$ cat src/gcr_pkg.sv
// package: constants and types for the global configuration register page
//
// Notes on behaviour
// - five registers decoded in the global page
// - bits 15,14 pair channels 2-3 and 0-1
// - bit 9 reloads calibration, reads zero afterwards
// - bit 8 set turns spreading off
// - bit 0 staggers fixed-frequency channels only
// - two-bit state per channel, reset 0x0055
// - state 00: driver off, diagnostics masked
// - state 01: high impedance, diagnostics per config
// - states 10 pwm, 11 full-on, diagnostics masked
// - bits 6:5 give reset count two^(N+1)
// - bits 4:2 give gap 504us times two^N
// - bit 1 enables, bit 0 disables latch
// - pre-driver enables at bits 11,8,5,2
// - two-bit drain-source threshold per pre-driver
// - identification read-only, version 5:3, subversion 2:0
// - frame carries 8-bit address, 16-bit data
// - global page is seventh page at 0xc0
package gcr_pkg;

   ////////////////////////////////////////////////////////////////////////
   // addressing
   localparam logic [2:0] page_global    = 3'h6;
   localparam logic [4:0] idx_service    = 5'h00;
   localparam logic [4:0] idx_drv_state  = 5'h01;
   localparam logic [4:0] idx_timeout    = 5'h02;
   localparam logic [4:0] idx_failsafe   = 5'h03;
   localparam logic [4:0] idx_ident      = 5'h1f;

   ////////////////////////////////////////////////////////////////////////
   // reset values and writable masks
   localparam logic [15:0] rst_service   = 16'h0000;
   localparam logic [15:0] rst_drv_state = 16'h0055;
   localparam logic [15:0] rst_timeout   = 16'h0028;
   localparam logic [15:0] rst_failsafe  = 16'h0000;
   localparam logic [15:0] msk_service   = 16'hc301;
   localparam logic [15:0] msk_drv_state = 16'h00ff;
   localparam logic [15:0] msk_timeout   = 16'h007f;
   localparam logic [15:0] msk_failsafe  = 16'h0fff;

   ////////////////////////////////////////////////////////////////////////
   // field positions
   localparam int pos_par23    = 15;
   localparam int pos_par01    = 14;
   localparam int pos_reload   = 9;
   localparam int pos_ss_off   = 8;
   localparam int pos_stagger  = 0;
   localparam int pos_nr_rst   = 5;
   localparam int pos_tmo_cfg  = 2;
   localparam int pos_latch_en = 1;
   localparam int pos_latch_ds = 0;
   localparam int pos_ver      = 3;

   ////////////////////////////////////////////////////////////////////////
   // timing
   localparam int clk_mhz         = 50;
   localparam int tmo_base_us     = 504;
   localparam int tmo_base_cycles = tmo_base_us * clk_mhz;

   ////////////////////////////////////////////////////////////////////////
   // types
   typedef enum logic [1:0] {
      gcr_drv_off   = 2'h0,
      gcr_drv_hiz   = 2'h1,
      gcr_drv_pwm   = 2'h2,
      gcr_drv_full  = 2'h3
   } gcr_drv_t;

   typedef enum logic [1:0] {
      gcr_rl_idle = 2'h0,
      gcr_rl_busy = 2'h1,
      gcr_rl_done = 2'h3
   } gcr_rl_t;

   typedef struct packed {
      logic        valid;
      logic        write;
      logic [7:0]  addr;
      logic [15:0] wdata;
   } gcr_req_t;

   typedef struct packed {
      logic [3:0] drv_on;
      logic [3:0] drv_full;
      logic [3:0] drv_hiz;
      logic [3:0] diag_mask;
   } gcr_chan_t;

   // all channels tristate with diagnostics masked while in reset
   localparam gcr_chan_t rst_chan = '{4'h0, 4'h0, 4'hf, 4'hf};

endpackage

$ cat src/gcr_reload.sv
// calibration reload sequencer
`timescale 1ns/100ps
`default_nettype none
module gcr_reload (
   // clock and reset
   input  wire logic clk,
   input  wire logic rst,
   // control
   input  wire logic start,
   input  wire logic nvm_done,
   output logic      nvm_req,
   output logic      busy
);
   gcr_pkg::gcr_rl_t st;
   gcr_pkg::gcr_rl_t next_st;

   always_comb begin
      next_st = st;
      case (st)
         gcr_pkg::gcr_rl_idle: if (start) next_st = gcr_pkg::gcr_rl_busy;
         gcr_pkg::gcr_rl_busy: if (nvm_done) next_st = gcr_pkg::gcr_rl_done;
         default:              next_st = start ? gcr_pkg::gcr_rl_busy
                                               : gcr_pkg::gcr_rl_idle;
      endcase
   end

   always_ff @(posedge clk) begin
      if (rst) begin
         st      <= gcr_pkg::gcr_rl_idle;
         nvm_req <= 1'b0;
         busy    <= 1'b0;
      end else begin
         st      <= next_st;
         nvm_req <= (next_st == gcr_pkg::gcr_rl_busy);
         busy    <= (next_st == gcr_pkg::gcr_rl_busy);
      end
   end
endmodule
`default_nettype wire

$ cat src/gcr_timeout.sv
// serial link gap watchdog and reset counter
`timescale 1ns/100ps
`default_nettype none
module gcr_timeout (
   // clock and reset
   input  wire logic       clk,
   input  wire logic       rst,
   // settings
   input  wire logic [2:0] tmo_sel,
   input  wire logic [1:0] nr_sel,
   input  wire logic       latch_on,
   // events
   input  wire logic       frame_ok,
   output logic            tmo_pulse,
   output logic            force_rst
);
   logic [31:0] cnt;
   logic [31:0] next_cnt;
   logic [4:0]  ev;
   logic [4:0]  next_ev;
   logic [31:0] limit;
   logic [4:0]  ev_limit;
   logic        hit;

   always_comb begin
      limit    = 32'(gcr_pkg::tmo_base_cycles) << tmo_sel;
      ev_limit = 5'(5'h02 << nr_sel);
      hit      = (cnt >= limit);
      next_cnt = (frame_ok || hit) ? 32'h0 : cnt + 32'h1;
      next_ev  = ev;
      if (hit && ev != 5'h1f)
         next_ev = ev + 5'h01;
      if (!latch_on)
         next_ev = 5'h00;
   end

   always_ff @(posedge clk) begin
      if (rst) begin
         cnt       <= 32'h0;
         ev        <= 5'h00;
         tmo_pulse <= 1'b0;
         force_rst <= 1'b0;
      end else begin
         cnt       <= next_cnt;
         ev        <= next_ev;
         tmo_pulse <= hit;
         force_rst <= latch_on && (next_ev >= ev_limit);
      end
   end
endmodule
`default_nettype wire

$ cat src/gcr_top.sv
// global configuration register page
`timescale 1ns/100ps
`default_nettype none
module gcr_top #(
   parameter logic [2:0] ver_code = 3'h0,   // arbitrary value
   parameter logic [2:0] sub_code = 3'h0    // arbitrary value
) (
   // clock and reset
   input  wire logic              clk,
   input  wire logic              rst,
   // register access from frame decoder
   input  wire gcr_pkg::gcr_req_t req,
   output logic [15:0]            rdata,
   output logic                   rvalid,
   output logic                   hit_page,
   // nonvolatile memory download
   input  wire logic              nvm_done,
   output logic                   nvm_req,
   // service controls
   output logic                   par_ch23,
   output logic                   par_ch01,
   output logic                   spread_off,
   output logic                   stagger_on,
   // channel drive
   output gcr_pkg::gcr_chan_t     chan,
   input  wire logic [3:0]        offdiag_cfg,
   input  wire logic [3:0]        fixed_freq,
   output logic [3:0]             stagger_ch,
   // fail-safe pre-drivers
   output logic [3:0]             failsafe_predriver_on,
   output logic [7:0]             vds_threshold,
   // link timeout
   input  wire logic              frame_ok,
   output logic                   timeout_flag,
   output logic                   timeout_reset
);

   ////////////////////////////////////////////////////////////////////////
   // registers
   logic [15:0] general_service_controls;
   logic [15:0] channel_driver_states;
   logic [15:0] link_timeout_settings;
   logic [15:0] failsafe_predriver_settings;
   logic [15:0] next_service;
   logic [15:0] next_drv;
   logic [15:0] next_tmo;
   logic [15:0] next_fs;
   logic [15:0] next_rdata;
   logic        next_hit;
   logic        wr;
   logic        rl_busy;
   logic        rl_start;
   logic        latch_on;
   logic        tmo_pulse;
   logic        force_rst;
   gcr_pkg::gcr_chan_t next_chan;
   logic [3:0]  next_stagger_ch;

   function automatic logic [15:0] merge(input logic [15:0] old_v,
                                         input logic [15:0] new_v,
                                         input logic [15:0] msk);
      merge = (old_v & ~msk) | (new_v & msk);
   endfunction

   ////////////////////////////////////////////////////////////////////////
   // address decode and register update
   always_comb begin
      next_hit     = req.valid && (req.addr[7:5] == gcr_pkg::page_global);
      wr           = next_hit && req.write;
      next_service = general_service_controls;
      next_drv     = channel_driver_states;
      next_tmo     = link_timeout_settings;
      next_fs      = failsafe_predriver_settings;
      rl_start     = 1'b0;
      next_rdata   = 16'h0000;
      if (req.addr[4:0] == gcr_pkg::idx_service) begin
         if (wr) begin
            next_service = merge(general_service_controls,
                                 req.wdata, gcr_pkg::msk_service);
            rl_start = req.wdata[gcr_pkg::pos_reload] && !rl_busy;
         end
         next_rdata = general_service_controls;
      end else if (req.addr[4:0] == gcr_pkg::idx_drv_state) begin
         if (wr)
            next_drv = merge(channel_driver_states, req.wdata,
                             gcr_pkg::msk_drv_state);
         next_rdata = channel_driver_states;
      end else if (req.addr[4:0] == gcr_pkg::idx_timeout) begin
         if (wr)
            next_tmo = merge(link_timeout_settings, req.wdata,
                             gcr_pkg::msk_timeout);
         next_rdata = link_timeout_settings;
      end else if (req.addr[4:0] == gcr_pkg::idx_failsafe) begin
         if (wr)
            next_fs = merge(failsafe_predriver_settings, req.wdata,
                            gcr_pkg::msk_failsafe);
         next_rdata = failsafe_predriver_settings;
      end else if (req.addr[4:0] == gcr_pkg::idx_ident) begin
         next_rdata = 16'(ver_code) << gcr_pkg::pos_ver;
         next_rdata = next_rdata | 16'(sub_code);
      end
      // reload bit reflects the download in progress
      next_service[gcr_pkg::pos_reload] = rl_start || rl_busy;
      if (!next_hit)
         next_rdata = 16'h0000;
   end

   ////////////////////////////////////////////////////////////////////////
   // channel state decode
   always_comb begin
      next_chan = '0;
      for (int i = 0; i < 4; i++) begin
         case (gcr_pkg::gcr_drv_t'(next_drv[2*i +: 2]))
            gcr_pkg::gcr_drv_off: begin
               next_chan.diag_mask[i] = 1'b1;
            end
            gcr_pkg::gcr_drv_hiz: begin
               next_chan.drv_hiz[i]   = 1'b1;
               next_chan.diag_mask[i] = !offdiag_cfg[i];
            end
            gcr_pkg::gcr_drv_pwm: begin
               next_chan.drv_on[i]    = 1'b1;
               next_chan.diag_mask[i] = 1'b1;
            end
            default: begin
               next_chan.drv_on[i]    = 1'b1;
               next_chan.drv_full[i]  = 1'b1;
               next_chan.diag_mask[i] = 1'b1;
            end
         endcase
      end
      next_stagger_ch = fixed_freq &
                        {4{next_service[gcr_pkg::pos_stagger]}};
   end

   always_ff @(posedge clk) begin
      if (rst) begin
         general_service_controls    <= gcr_pkg::rst_service;
         channel_driver_states       <= gcr_pkg::rst_drv_state;
         link_timeout_settings       <= gcr_pkg::rst_timeout;
         failsafe_predriver_settings <= gcr_pkg::rst_failsafe;
         rdata                       <= 16'h0000;
         rvalid                      <= 1'b0;
         hit_page                    <= 1'b0;
         chan                        <= gcr_pkg::rst_chan;
         stagger_ch                  <= 4'h0;
      end else begin
         general_service_controls    <= next_service;
         channel_driver_states       <= next_drv;
         link_timeout_settings       <= next_tmo;
         failsafe_predriver_settings <= next_fs;
         rdata                       <= next_rdata;
         rvalid                      <= req.valid && !req.write;
         hit_page                    <= next_hit;
         chan                        <= next_chan;
         stagger_ch                  <= next_stagger_ch;
      end
   end

   ////////////////////////////////////////////////////////////////////////
   // registered field outputs
   always_ff @(posedge clk) begin
      if (rst) begin
         par_ch23              <= 1'b0;
         par_ch01              <= 1'b0;
         spread_off            <= 1'b0;
         stagger_on            <= 1'b0;
         failsafe_predriver_on <= 4'h0;
         vds_threshold         <= 8'h00;
         timeout_flag          <= 1'b0;
         timeout_reset         <= 1'b0;
      end else begin
         par_ch23   <= next_service[gcr_pkg::pos_par23];
         par_ch01   <= next_service[gcr_pkg::pos_par01];
         spread_off <= next_service[gcr_pkg::pos_ss_off];
         stagger_on <= next_service[gcr_pkg::pos_stagger];
         failsafe_predriver_on <= {next_fs[11], next_fs[8],
                                   next_fs[5], next_fs[2]};
         vds_threshold <= {next_fs[10:9], next_fs[7:6],
                           next_fs[4:3], next_fs[1:0]};
         timeout_flag  <= tmo_pulse;
         timeout_reset <= force_rst;
      end
   end

   ////////////////////////////////////////////////////////////////////////
   // submodules
   assign latch_on = link_timeout_settings[gcr_pkg::pos_latch_en] &&
                     !link_timeout_settings[gcr_pkg::pos_latch_ds];

   gcr_reload u_reload (
      .clk      (clk),
      .rst      (rst),
      .start    (rl_start),
      .nvm_done (nvm_done),
      .nvm_req  (nvm_req),
      .busy     (rl_busy)
   );

   gcr_timeout u_timeout (
      .clk       (clk),
      .rst       (rst),
      .tmo_sel   (link_timeout_settings[gcr_pkg::pos_tmo_cfg +: 3]),
      .nr_sel    (link_timeout_settings[gcr_pkg::pos_nr_rst +: 2]),
      .latch_on  (latch_on),
      .frame_ok  (frame_ok),
      .tmo_pulse (tmo_pulse),
      .force_rst (force_rst)
   );

endmodule
`default_nettype wire

$ cat config.mk
export PLATFORM = sky130hd
export DESIGN_NAME = gcr_top
export DESIGN_NICKNAME = d
export VERILOG_FILES = /design/src/gcr_pkg.sv /design/src/gcr_reload.sv /design/src/gcr_timeout.sv /design/src/gcr_top.sv
export SDC_FILE = /design/constraint.sdc
export NUM_CORES = 1
export LEC_CHECK = 0
export ABC_AREA = 1
export BUFFER_PORTS_ARGS = -buffer_cell sky130_fd_sc_hd__buf_2
export CAP_MARGIN = 20
export CORE_MARGIN = 4
export CORE_UTILIZATION = 30
export DETAILED_ROUTE_END_ITERATION = 6
export GPL_TIMING_DRIVEN = 0
export PLACE_DENSITY = 0.58
export REMOVE_ABC_BUFFERS = 1
export SETUP_SLACK_MARGIN = 0.02
export SLEW_MARGIN = 20
export SYNTH_ARGS = -nofsm -noshare
export SYNTH_HDL_FRONTEND = slang
export SYNTH_SLANG_ARGS = --single-unit
$ cat constraint.sdc
create_clock -name clk -period 3.05 [get_ports clk]
set_input_delay 0.4575 -clock clk [delete_from_list [all_inputs] [get_ports clk]]
set_output_delay 0.4575 -clock clk [all_outputs]
set_load 0.01 [all_outputs]
==> results of run 1 <==
-- metrics by stage --
stage          TNS [ps]  setup WS, ps  cells  instance area (um^2)  power [mW]
2_1_floorplan         0           164    620                  4920        1.50
3_3_place_gp       -304          -304    926                  5650        1.55
3_5_place_dp       -310          -310    926                  5650        1.55
4_1_cts               0          39.1    943                  5970        2.69
5_1_grt           -40.8         -40.8    945                  6160        2.77
6_report              0           137    945                  6160        2.65
-- timing repair --
action                                  in CTS  in global routing
setup buffers                                3                  2
cloned                                       0                  0
hold buffers                                 0                  0
resized for setup                           10                 40
pin swaps                                    0                 23
endpoints found under the hold margin        0                  0
endpoints found under the setup margin       1                  1
-- final cells by class --
| cell class | count | area [um^2] | area share |
|---|---|---|---|
| clock buffer | 10 | 229 | 0.0371 |
| clock inverter | 4 | 52.6 | 0.00852 |
| inverter | 90 | 353 | 0.0572 |
| multi-input combinational | 422 | 2590 | 0.420 |
| sequential | 108 | 2170 | 0.353 |
| tap | 216 | 270 | 0.0438 |
| timing repair buffer | 95 | 499 | 0.0810 |
-- power groups by stage --
stage	combinational, mW	clock (mW)	sequential (mW)
global placement	0.0888	0	1.46
CTS	0.0897	1.18	1.42
finish	0.0893	1.14	1.42
global route	0.100	1.24	1.42
floorplan	0.0347	0	1.46
detailed placement	0.0893	0	1.46
-- cell families after synthesis --
logic type / Yosys count / synth area share
XOR/XNOR: 5 / 0.00874
multiplexers: 1 / 0.00200
adder cells (fa/ha/maj): 32 / 0.0799
other: 1 / 0.000749
AND/OR/NAND/NOR: 274 / 0.272
AO/OA/AOI/OAI: 99 / 0.111
flip-flops: 108 / 0.432
buffers and inverters: 107 / 0.0939
-- worst max-delay path: cells and delay by family, from the launching register on --
| kind | cells | cell delay, ps |
|---|---|---|
| AND/OR/NAND/NOR | 12 | 1250 |
| buffers and inverters | 2 | 190 |
| AO/OA/AOI/OAI | 3 | 410 |
| flip-flops | 1 | 360 |
| adder cells (fa/ha/maj) | 3 | 590 |
-- how the worst max path moves through the flow --
stage / startpoint / endpoint / slack, ps / cells after the start
detailed placement: link_timeout_settings[3] / u_timeout.force_rst / -310 / 21
global placement: link_timeout_settings[3] / u_timeout.force_rst / -300 / 21
floorplan: link_timeout_settings[2] / u_timeout.force_rst / 160 / 22
global route: link_timeout_settings[3] / u_timeout.force_rst / -40 / 21
finish: link_timeout_settings[2] / u_timeout.force_rst / 140 / 20
CTS: link_timeout_settings[4] / u_timeout.force_rst / 40 / 20
-- sequential cells by signal, indices dropped and copies added, names as in the netlist, 2 cells and up --
| signal | flops |
|---|---|
| chan | 16 |
| channel_driver_states | 4 |
| failsafe_predriver_settings | 12 |
| general_service_controls | 5 |
| link_timeout_settings | 7 |
| rdata | 14 |
| stagger_ch | 4 |
| u_reload.st | 2 |
| u_timeout.cnt | 32 |
| u_timeout.ev | 5 |
-- per-layer routing --
layer | vias up | track usage
li1 | 2195 | -
met1 | 1864 | 0.162
met2 | 73 | 0.192
met3 | 10 | 0.0292
met4 | 0 | 0.0349
met5 | - | 0
-- cell usage in the layout (no fill, tap or decap), types with 14 or more instances in the layout --
cell type	instances
buf_2	90
nand3_1	14
ha_1	24
nor2_2	17
a21oi_1	37
o21ai_0	28
nand2_1	105
dfxtp_1	105
inv_1	79
nor2_1	72
==> impl_metrics.csv, run 1 <==
group,metric,value,unit
min_path,hp-start,"offdiag_cfg[1]",
critical_path,slowest_delay,360,ps
grt,grt_overflow,0,
run,maxCapViolations,0,
critical_path,r2r-end,"u_timeout.force_rst",
yosys,synth_edf_count,0,
die,io_pins,95,
critical_path,reg2regPathDepth,20,
sta,finClkSkew,5.11,ps
die,fp.dieH,137,um
layout,fill_cells,1692,
drt,top_layer,"met4",
min_path,holdCritPathClass,"in2reg",
sta,fin_hold_ws,270,ps
pwr,p_seq_frac,0.536,
pwr,peakVddDrop,0.000395,V
sta,slew_violations,0,
die,rows,46,
clock_tree,clock_latency,350,ps
yosys,ys_dominant_reg_cell,"dfxtp_1",
pwr,power_density,431,nW/um^2
clock_tree,clockRootBuffer,"clkbuf_16",
drt,vias,4142,
die,die_x,137,um
yosys,syn_inst,627,
clock_tree,clk_pin_slew,70,ps
yosys,synthesis.area,5010,um^2
critical_path,reg2reg_from,"link_timeout_settings[2]",
sta,setup_viol,0,
pwr,clkPwrFrac,0.430,
pwr,intPower,2.08,mW
critical_path,crit_top_cell,"nand2_4",
yosys,ys_seq_elements,108,
sta,fmax,343,MHz
critical_path,slowest_stage,"dfxtp_4",
pwr,power.leakage,2.78,nW
die,start_util,0.311,
yosys,yosys.area.top_type_share,0.432,
clock_tree,ctsHtreeMaxLevel,3,
layout,area_growth,23.1,%
drt,ant_nets,0,
grt,grt_pass1_wl,18100,um
yosys,ys_seq_area_frac,0.432,
pwr,sw_frac_of_total,0.215,
critical_path,path_cells,"buf_6, ha_4, or2_4, nand2_4, ha_4, nand2_1, nor2_2, and2_1, nand2_1, nand3_2, nand2_2, nand2_4, nand2_4, nand2_4, a21oi_2, ha_1, a21oi_2, o211ai_1, nand3_1, inv_1",
grt,grt_max_degree,36,
critical_path,critPathRequiredTime,3290,ps
sta,period_minus_slack,2910,ps
min_path,whs_path_depth,2,
drt,drc,0,
min_path,hold_end,"chan[1]",
drt,first_pass_iters,4,
drt,via_per_inst,4.38,
sta,final_hold_viol_count,0,
pwr,comb_power_share,0.034,
die,die_area,18800,um^2
status,outcome,"finished, final reports clean",
critical_path,crit_type,"reg2reg",
grt,grtUsageTotal,0.121,
layout,nNetsFinal,796,
placed_design,numPortBuffers,90,
grt,grt_pass1_vias,3698,
clock_tree,clock_path_buffers,2,
critical_path,reg2reg_setup_slack,140,ps
layout,drive_gt1_frac,0.281,
yosys,synth_cell_types,48,
drt,dr_wl_met2,5470,um
yosys,yosys-top-cells-count,"nand2_1 (112), dfxtp_1 (108), inv_1 (83)",
clock_tree,cts_buffers,9,
yosys,synth_most_common_cell,"nand2_1",
placed_design,dp_hpwl,8670,um
sta,period_share,0.955,
yosys,avgSynthCellArea,7.99,um^2
critical_path,cp-start-kind,"flop",
critical_path,end_kind,"flop",
drt,avgRoutedWirePerCell,12.3,um
sta,tightest_slew,1040,ps
critical_path,path_max_fanout,7,
clock_tree,cts_tree,"built",
clock_tree,cts.sinks,108,
sta,max-slew-margin-rel,0.309,
drt,wl_met3,499,um
layout,diodes,0,
sta,rsz0062_at_grt,"true",
critical_path,worst_ep_arrival_time,3160,ps
layout,fin_util,0.383,
grt,grt_antenna_before_repair,0,
drt,drt-initial-drc-count,183,
drt,drt_wl_total,11600,um
yosys,synth_top_cell_by_area,"dfxtp_1",
yosys,synthArstFlopShare,0,
drt,wirelength_met1,5530,um
yosys,yosys_warnings,0,
placed_design,place.gp.congestion,0.760,
die,core_area,16100,um^2
pwr,switchingPower,0.571,mW
yosys,synthTopCellsByArea,"dfxtp_1 (43%), nand2_1 (8.4%), ha_1 (8.0%)",
No activity file was read; power rests on OpenSTA's default activity.
==> run 2, diff against run 1 <==
Settings changed: PLACE_DENSITY 0.58 to 0.56.
Clock period 3.05 ns to 3.35 ns, I/O delays scaled along.
==> impl_metrics.csv, run 2 (synthesized netlist as in run 1, its figures left out) <==
group,metric,value,unit
sta,final_hold_viol_count,0,
status,outcome,"finished, final reports clean",
min_path,holdCritPathClass,"in2reg",
drt,first_pass_iters,4,
sta,max-slew-margin-rel,0.345,
die,io_pins,95,
drt,drt_wl_total,11500,um
die,rows,46,
clock_tree,ctsHtreeMaxLevel,3,
placed_design,place.gp.congestion,0.790,
layout,mostFrequentLayoutCell,"nand2_1",
grt,grtUsageTotal,0.123,
layout,diodes,0,
pwr,clkPwrFrac,0.429,
pwr,p_seq_frac,0.538,
critical_path,worst_ep_arrival_time,3360,ps
critical_path,path_max_fanout,9,
clock_tree,cts_buffers,9,
layout,largest_reg_flops,32,
layout,seqCellArea,2170,um^2
die,core_area,16100,um^2
die,die_x,137,um
sta,slew_violations,0,
clock_tree,clockRootBuffer,"clkbuf_16",
layout,area_growth,18.6,%
layout,drive_gt1_frac,0.240,
critical_path,cp-start-kind,"flop",
clock_tree,ctsHoldBuffers,0,
layout,fill_cells,1714,
pwr,peakVddDrop,0.000227,V
pwr,fin_total_pwr,2.41,mW
layout,nNetsFinal,791,
clock_tree,cts_tree,"built",
die,die_area,18800,um^2
sta,tightest_slew,977,ps
placed_design,dp_hpwl,8630,um
critical_path,crit_type,"reg2reg",
critical_path,critPathRequiredTime,3600,ps
clock_tree,clock_path_buffers,2,
grt,grt_pass1_vias,3661,
drt,ant_nets,0,
drt,via_per_inst,4.33,
clock_tree,cts.sinks,108,
sta,fin_hold_ws,308,ps
clock_tree,clk_pin_slew,70,ps
drt,vias,4082,
critical_path,end_kind,"flop",
grt,grt_antenna_before_repair,0,
grt,grt_max_degree,36,
sta,period_minus_slack,3110,ps
die,start_util,0.311,
layout,layout_common_cells,"nand2_1 (111), dfxtp_1 (105), buf_2 (90)",
pwr,power.leakage,2.72,nW
sta,setup_viol,0,
die,fp.dieH,137,um
pwr,switchingPower,0.553,mW
run,maxCapViolations,0,
grt,grt_overflow,0,
pwr,sw_frac_of_total,0.230,
pwr,power_density,406,nW/um^2
grt,grt_pass1_wl,18300,um
drt,avgRoutedWirePerCell,12.2,um
clock_tree,clock_latency,350,ps
layout,regMostFlops,"u_timeout.cnt",
pwr,comb_power_share,0.033,
drt,drc,0,
placed_design,numPortBuffers,90,
drt,drt-initial-drc-count,266,
sta,period_share,0.929,
sta,finClkSkew,8.41,ps
layout,largestRegisters,"u_timeout.cnt (32), chan (16), rdata (14)",
sta,rsz0062_at_grt,"false",
sta,fmax,321,MHz
pwr,intPower,1.86,mW
layout,multi_input_area,2420,um^2
==> run 2: changes by cell type in the layout (fill, tap and decap cells not counted), moves of 4 or more <==
cell	change
ha_1	+8
ha_4	-7
nand2_1	+6
nand2_2	-4
nand3_1	+4
nand3_2	-4
==> run 2: per-stage QoR <==
| stage | std cells | setup TNS [ps] | utilization | worst slack, ps | area, um^2 |
|---|---|---|---|---|---|
| finish | 942 | 0 | 0.369 | 237 | 5940 |
| detailed placement | 926 | -47.3 | 0.350 | -47.3 | 5650 |
| global placement | 926 | -62.4 | 0.350 | -62.4 | 5650 |
| CTS | 942 | 0 | 0.368 | 55.6 | 5930 |
| floorplan | 620 | 0 | - | 464 | 4920 |
| global route | 942 | 0 | 0.369 | 37.0 | 5940 |
==> run 2: power by group through the flow <==
stage / Sequential [mW] / Clock [mW] / Combinational, mW
floorplan: 1.33 / 0 / 0.0316
global placement: 1.33 / 0 / 0.0809
detailed placement: 1.33 / 0 / 0.0812
CTS: 1.30 / 1.07 / 0.0814
global route: 1.30 / 1.12 / 0.0908
finish: 1.30 / 1.03 / 0.0802
==> run 2: worst max-delay path, stage by stage, from the launching register on <==
cell and delay (ps):
dfxtp_4 390, inv_1 90, ha_1 310, inv_1 80, nor2_1 40, a21oi_1 140, ha_1 260, nand2_1 100
nor2_2 50, and2_1 130, nand2_1 60, nand3_1 100, nand2_1 120, nand2_4 100, nand2_4 100, nand2_1 60
nand3_1 90, inv_1 50, ha_1 320, a21oi_1 160, o211ai_1 100, nand3_1 80, inv_1 70
==> run 2: worst paths after layout <==
path	slack, ps	end	from	depth (start not counted)
worst max register to register	240	u_timeout.force_rst	link_timeout_settings[2]	22
worst max-delay path	240	u_timeout.force_rst	link_timeout_settings[2]	22
worst min register to register	420	timeout_reset	u_timeout.force_rst	2
worst min-delay path	310	chan[2]	offdiag_cfg[2]	2
==> run 2: layer usage <==
layer	up-vias	share of wire	GRT usage
li1	2179	-	-
met5	-	0	0
met1	1809	0.49	0.173
met2	77	0.44	0.183
met4	0	0.023	0.0560
met3	17	0.044	0.0219
==> run 2: cell type report <==
cell class                 count  share of cell area
multi-input combinational    422               0.408
sequential                   108               0.365
timing repair buffer          90              0.0758
inverter                      90              0.0585
tap                          216              0.0455
clock buffer                  12              0.0415
clock inverter                 4             0.00526
==> run 2: repair_timing <==
action / 4_1_cts / 5_1_grt
gates cloned: 0 / 0
resized for setup: 2 / 8
buffers inserted: 0 / 0
setup endpoints to repair: 1 / 1
endpoints found under the hold margin: 0 / 0
pin swaps: 0 / 0
==> run 3, diff against run 2 <==
Settings changed: CELL_PAD_IN_SITES_DETAIL_PLACEMENT set to 1, CELL_PAD_IN_SITES_GLOBAL_PLACEMENT set to 2, PLACE_DENSITY 0.56 to 0.83.
==> impl_metrics.csv, run 3 (synthesized netlist as in run 1, its figures left out) <==
group,metric,value,unit
status,outcome,"finished, final reports clean",
min_path,hp-start,"offdiag_cfg[1]",
grt,grtUsageTotal,0.150,
pwr,power_density,425,nW/um^2
pwr,power.leakage,2.76,nW
grt,grt_max_degree,36,
layout,area_growth,20.9,%
critical_path,reg2reg_from,"link_timeout_settings[2]",
layout,largestRegisters,"u_timeout.cnt (32), chan (16), rdata (14)",
die,rows,46,
layout,mostFrequentLayoutCell,"nand2_1",
critical_path,slowest_delay,360,ps
layout,layout_common_cells,"nand2_1 (110), dfxtp_1 (105), buf_2 (90)",
clock_tree,clock_latency,360,ps
critical_path,path_cells,"buf_4, ha_1, or2_2, ha_1, nand2_1, inv_1, nand2_1, nand3_1, nand2_1, nand3_1, nand2_2, nand2_4, nand2_4, nand2_1, a21oi_1, ha_1, a21oi_1, o211ai_1, nand3_1, inv_1",
drt,drc,0,
die,io_pins,95,
critical_path,worst_ep_arrival_time,3290,ps
drt,via_per_inst,4.57,
drt,first_pass_iters,4,
clock_tree,clockRootBuffer,"clkbuf_16",
die,core_area,16100,um^2
drt,drt_wl_total,13400,um
sta,setup_viol,0,
critical_path,end_kind,"flop",
grt,grt_pass1_vias,4573,
sta,final.setup.tns,0,ps
sta,max-slew-margin-rel,0.339,
pwr,peakVddDrop,0.000259,V
critical_path,reg2reg_setup_slack,310,ps
clock_tree,clk_pin_slew,80,ps
clock_tree,clock_path_buffers,2,
run,maxCapViolations,0,
clock_tree,cts_tree,"built",
layout,fill_cells,1999,
sta,fin_ws,312,ps
clock_tree,cts_buffers,9,
sta,finClkSkew,10.4,ps
sta,fmax,329,MHz
placed_design,dp_cells,926,
die,die_x,137,um
sta,period_minus_slack,3040,ps
critical_path,crit_top_cell,"nand2_1",
min_path,whs_path_depth,2,
critical_path,reg2regPathDepth,20,
placed_design,place_ws,-120,ps
die,die_area,18800,um^2
layout,regMostFlops,"u_timeout.cnt",
critical_path,path_max_fanout,7,
grt,grt_overflow,0,
drt,avgRoutedWirePerCell,14.2,um
drt,drt-initial-drc-count,143,
drt,ant_nets,0,
critical_path,cp_top_family,"simple AND/OR/NAND/NOR gates",
layout,final_cells,945,
sta,final_hold_viol_count,0,
layout,largest_reg_flops,32,
drt,vias,4322,
die,start_util,0.311,
min_path,hold_end,"chan[1]",
critical_path,path_buf_inv,3,
sta,fin_hold_ws,303,ps
sta,tightest_slew,986,ps
layout,nNetsFinal,795,
min_path,holdCritPathClass,"in2reg",
critical_path,cp-start-kind,"flop",
clock_tree,ctsHtreeMaxLevel,3,
placed_design,numPortBuffers,90,
grt,grt_pass1_wl,22200,um
placed_design,dp_hpwl,10300,um
die,fp.dieH,137,um
critical_path,crit_type,"reg2reg",
clock_tree,cts.sinks,108,
critical_path,r2r-end,"u_timeout.force_rst",
placed_design,place.gp.congestion,0.795,
sta,slew_violations,0,
sta,rsz0062_at_grt,"false",
critical_path,critPathRequiredTime,3600,ps
layout,diodes,0,
layout,drive_gt1_frac,0.254,
grt,grt_antenna_before_repair,1,
critical_path,slowest_stage,"dfxtp_4",
sta,period_share,0.907,
-- run 3: report_power, final --
part / total (mW) / switching (mW) / internal, mW
sequential: 1.30 / 0.00357 / 1.29
clock: 1.19 / 0.523 / 0.670
combinational: 0.0826 / 0.0526 / 0.0300
total: 2.57 / 0.579 / 1.99
-- run 3: layout make-up --
class,count,area (um^2),area share
flip-flops and latches,108,2170,0.358
repair buffers,94,480,0.0793
inverters,90,348,0.0574
clock buffers,9,225,0.0372
clock inverters,6,103,0.0169
well taps,216,270,0.0446
multi-input cells,422,2460,0.406
-- run 3: what timing repair did --
action,in CTS,in global routing
buffers inserted,0,4
hold buffers,0,0
pin swaps,0,3
resized for setup,3,13
endpoints found under the setup margin,1,1
-- run 3: through the flow --
step | power (mW) | area [um^2] | utilization
3_5_place_dp | 1.41 | 5650 | 0.350
6_report | 2.57 | 6060 | 0.376
5_1_grt | 2.67 | 6060 | 0.376
2_1_floorplan | 1.36 | 4920 | -
4_1_cts | 2.61 | 5980 | 0.371
3_3_place_gp | 1.41 | 5650 | 0.350
-- run 3: how the worst max path moves through the flow --
stage	startpoint	slack, ps	endpoint	depth (start not counted)
2_1_floorplan	link_timeout_settings[2]	460	u_timeout.force_rst	22
4_1_cts	link_timeout_settings[2]	20	u_timeout.force_rst	22
6_report	link_timeout_settings[2]	310	u_timeout.force_rst	20
3_3_place_gp	link_timeout_settings[3]	10	u_timeout.force_rst	22
5_1_grt	link_timeout_settings[2]	20	u_timeout.force_rst	21
3_5_place_dp	link_timeout_settings[3]	-120	u_timeout.force_rst	21
-- run 3: layer usage --
layer,share of wire,vias up,track usage
li1,-,2187,-
met1,0.45,2033,0.183
met2,0.47,82,0.247
met3,0.057,18,0.0431
met4,0.026,2,0.0626
met5,0.00067,-,0
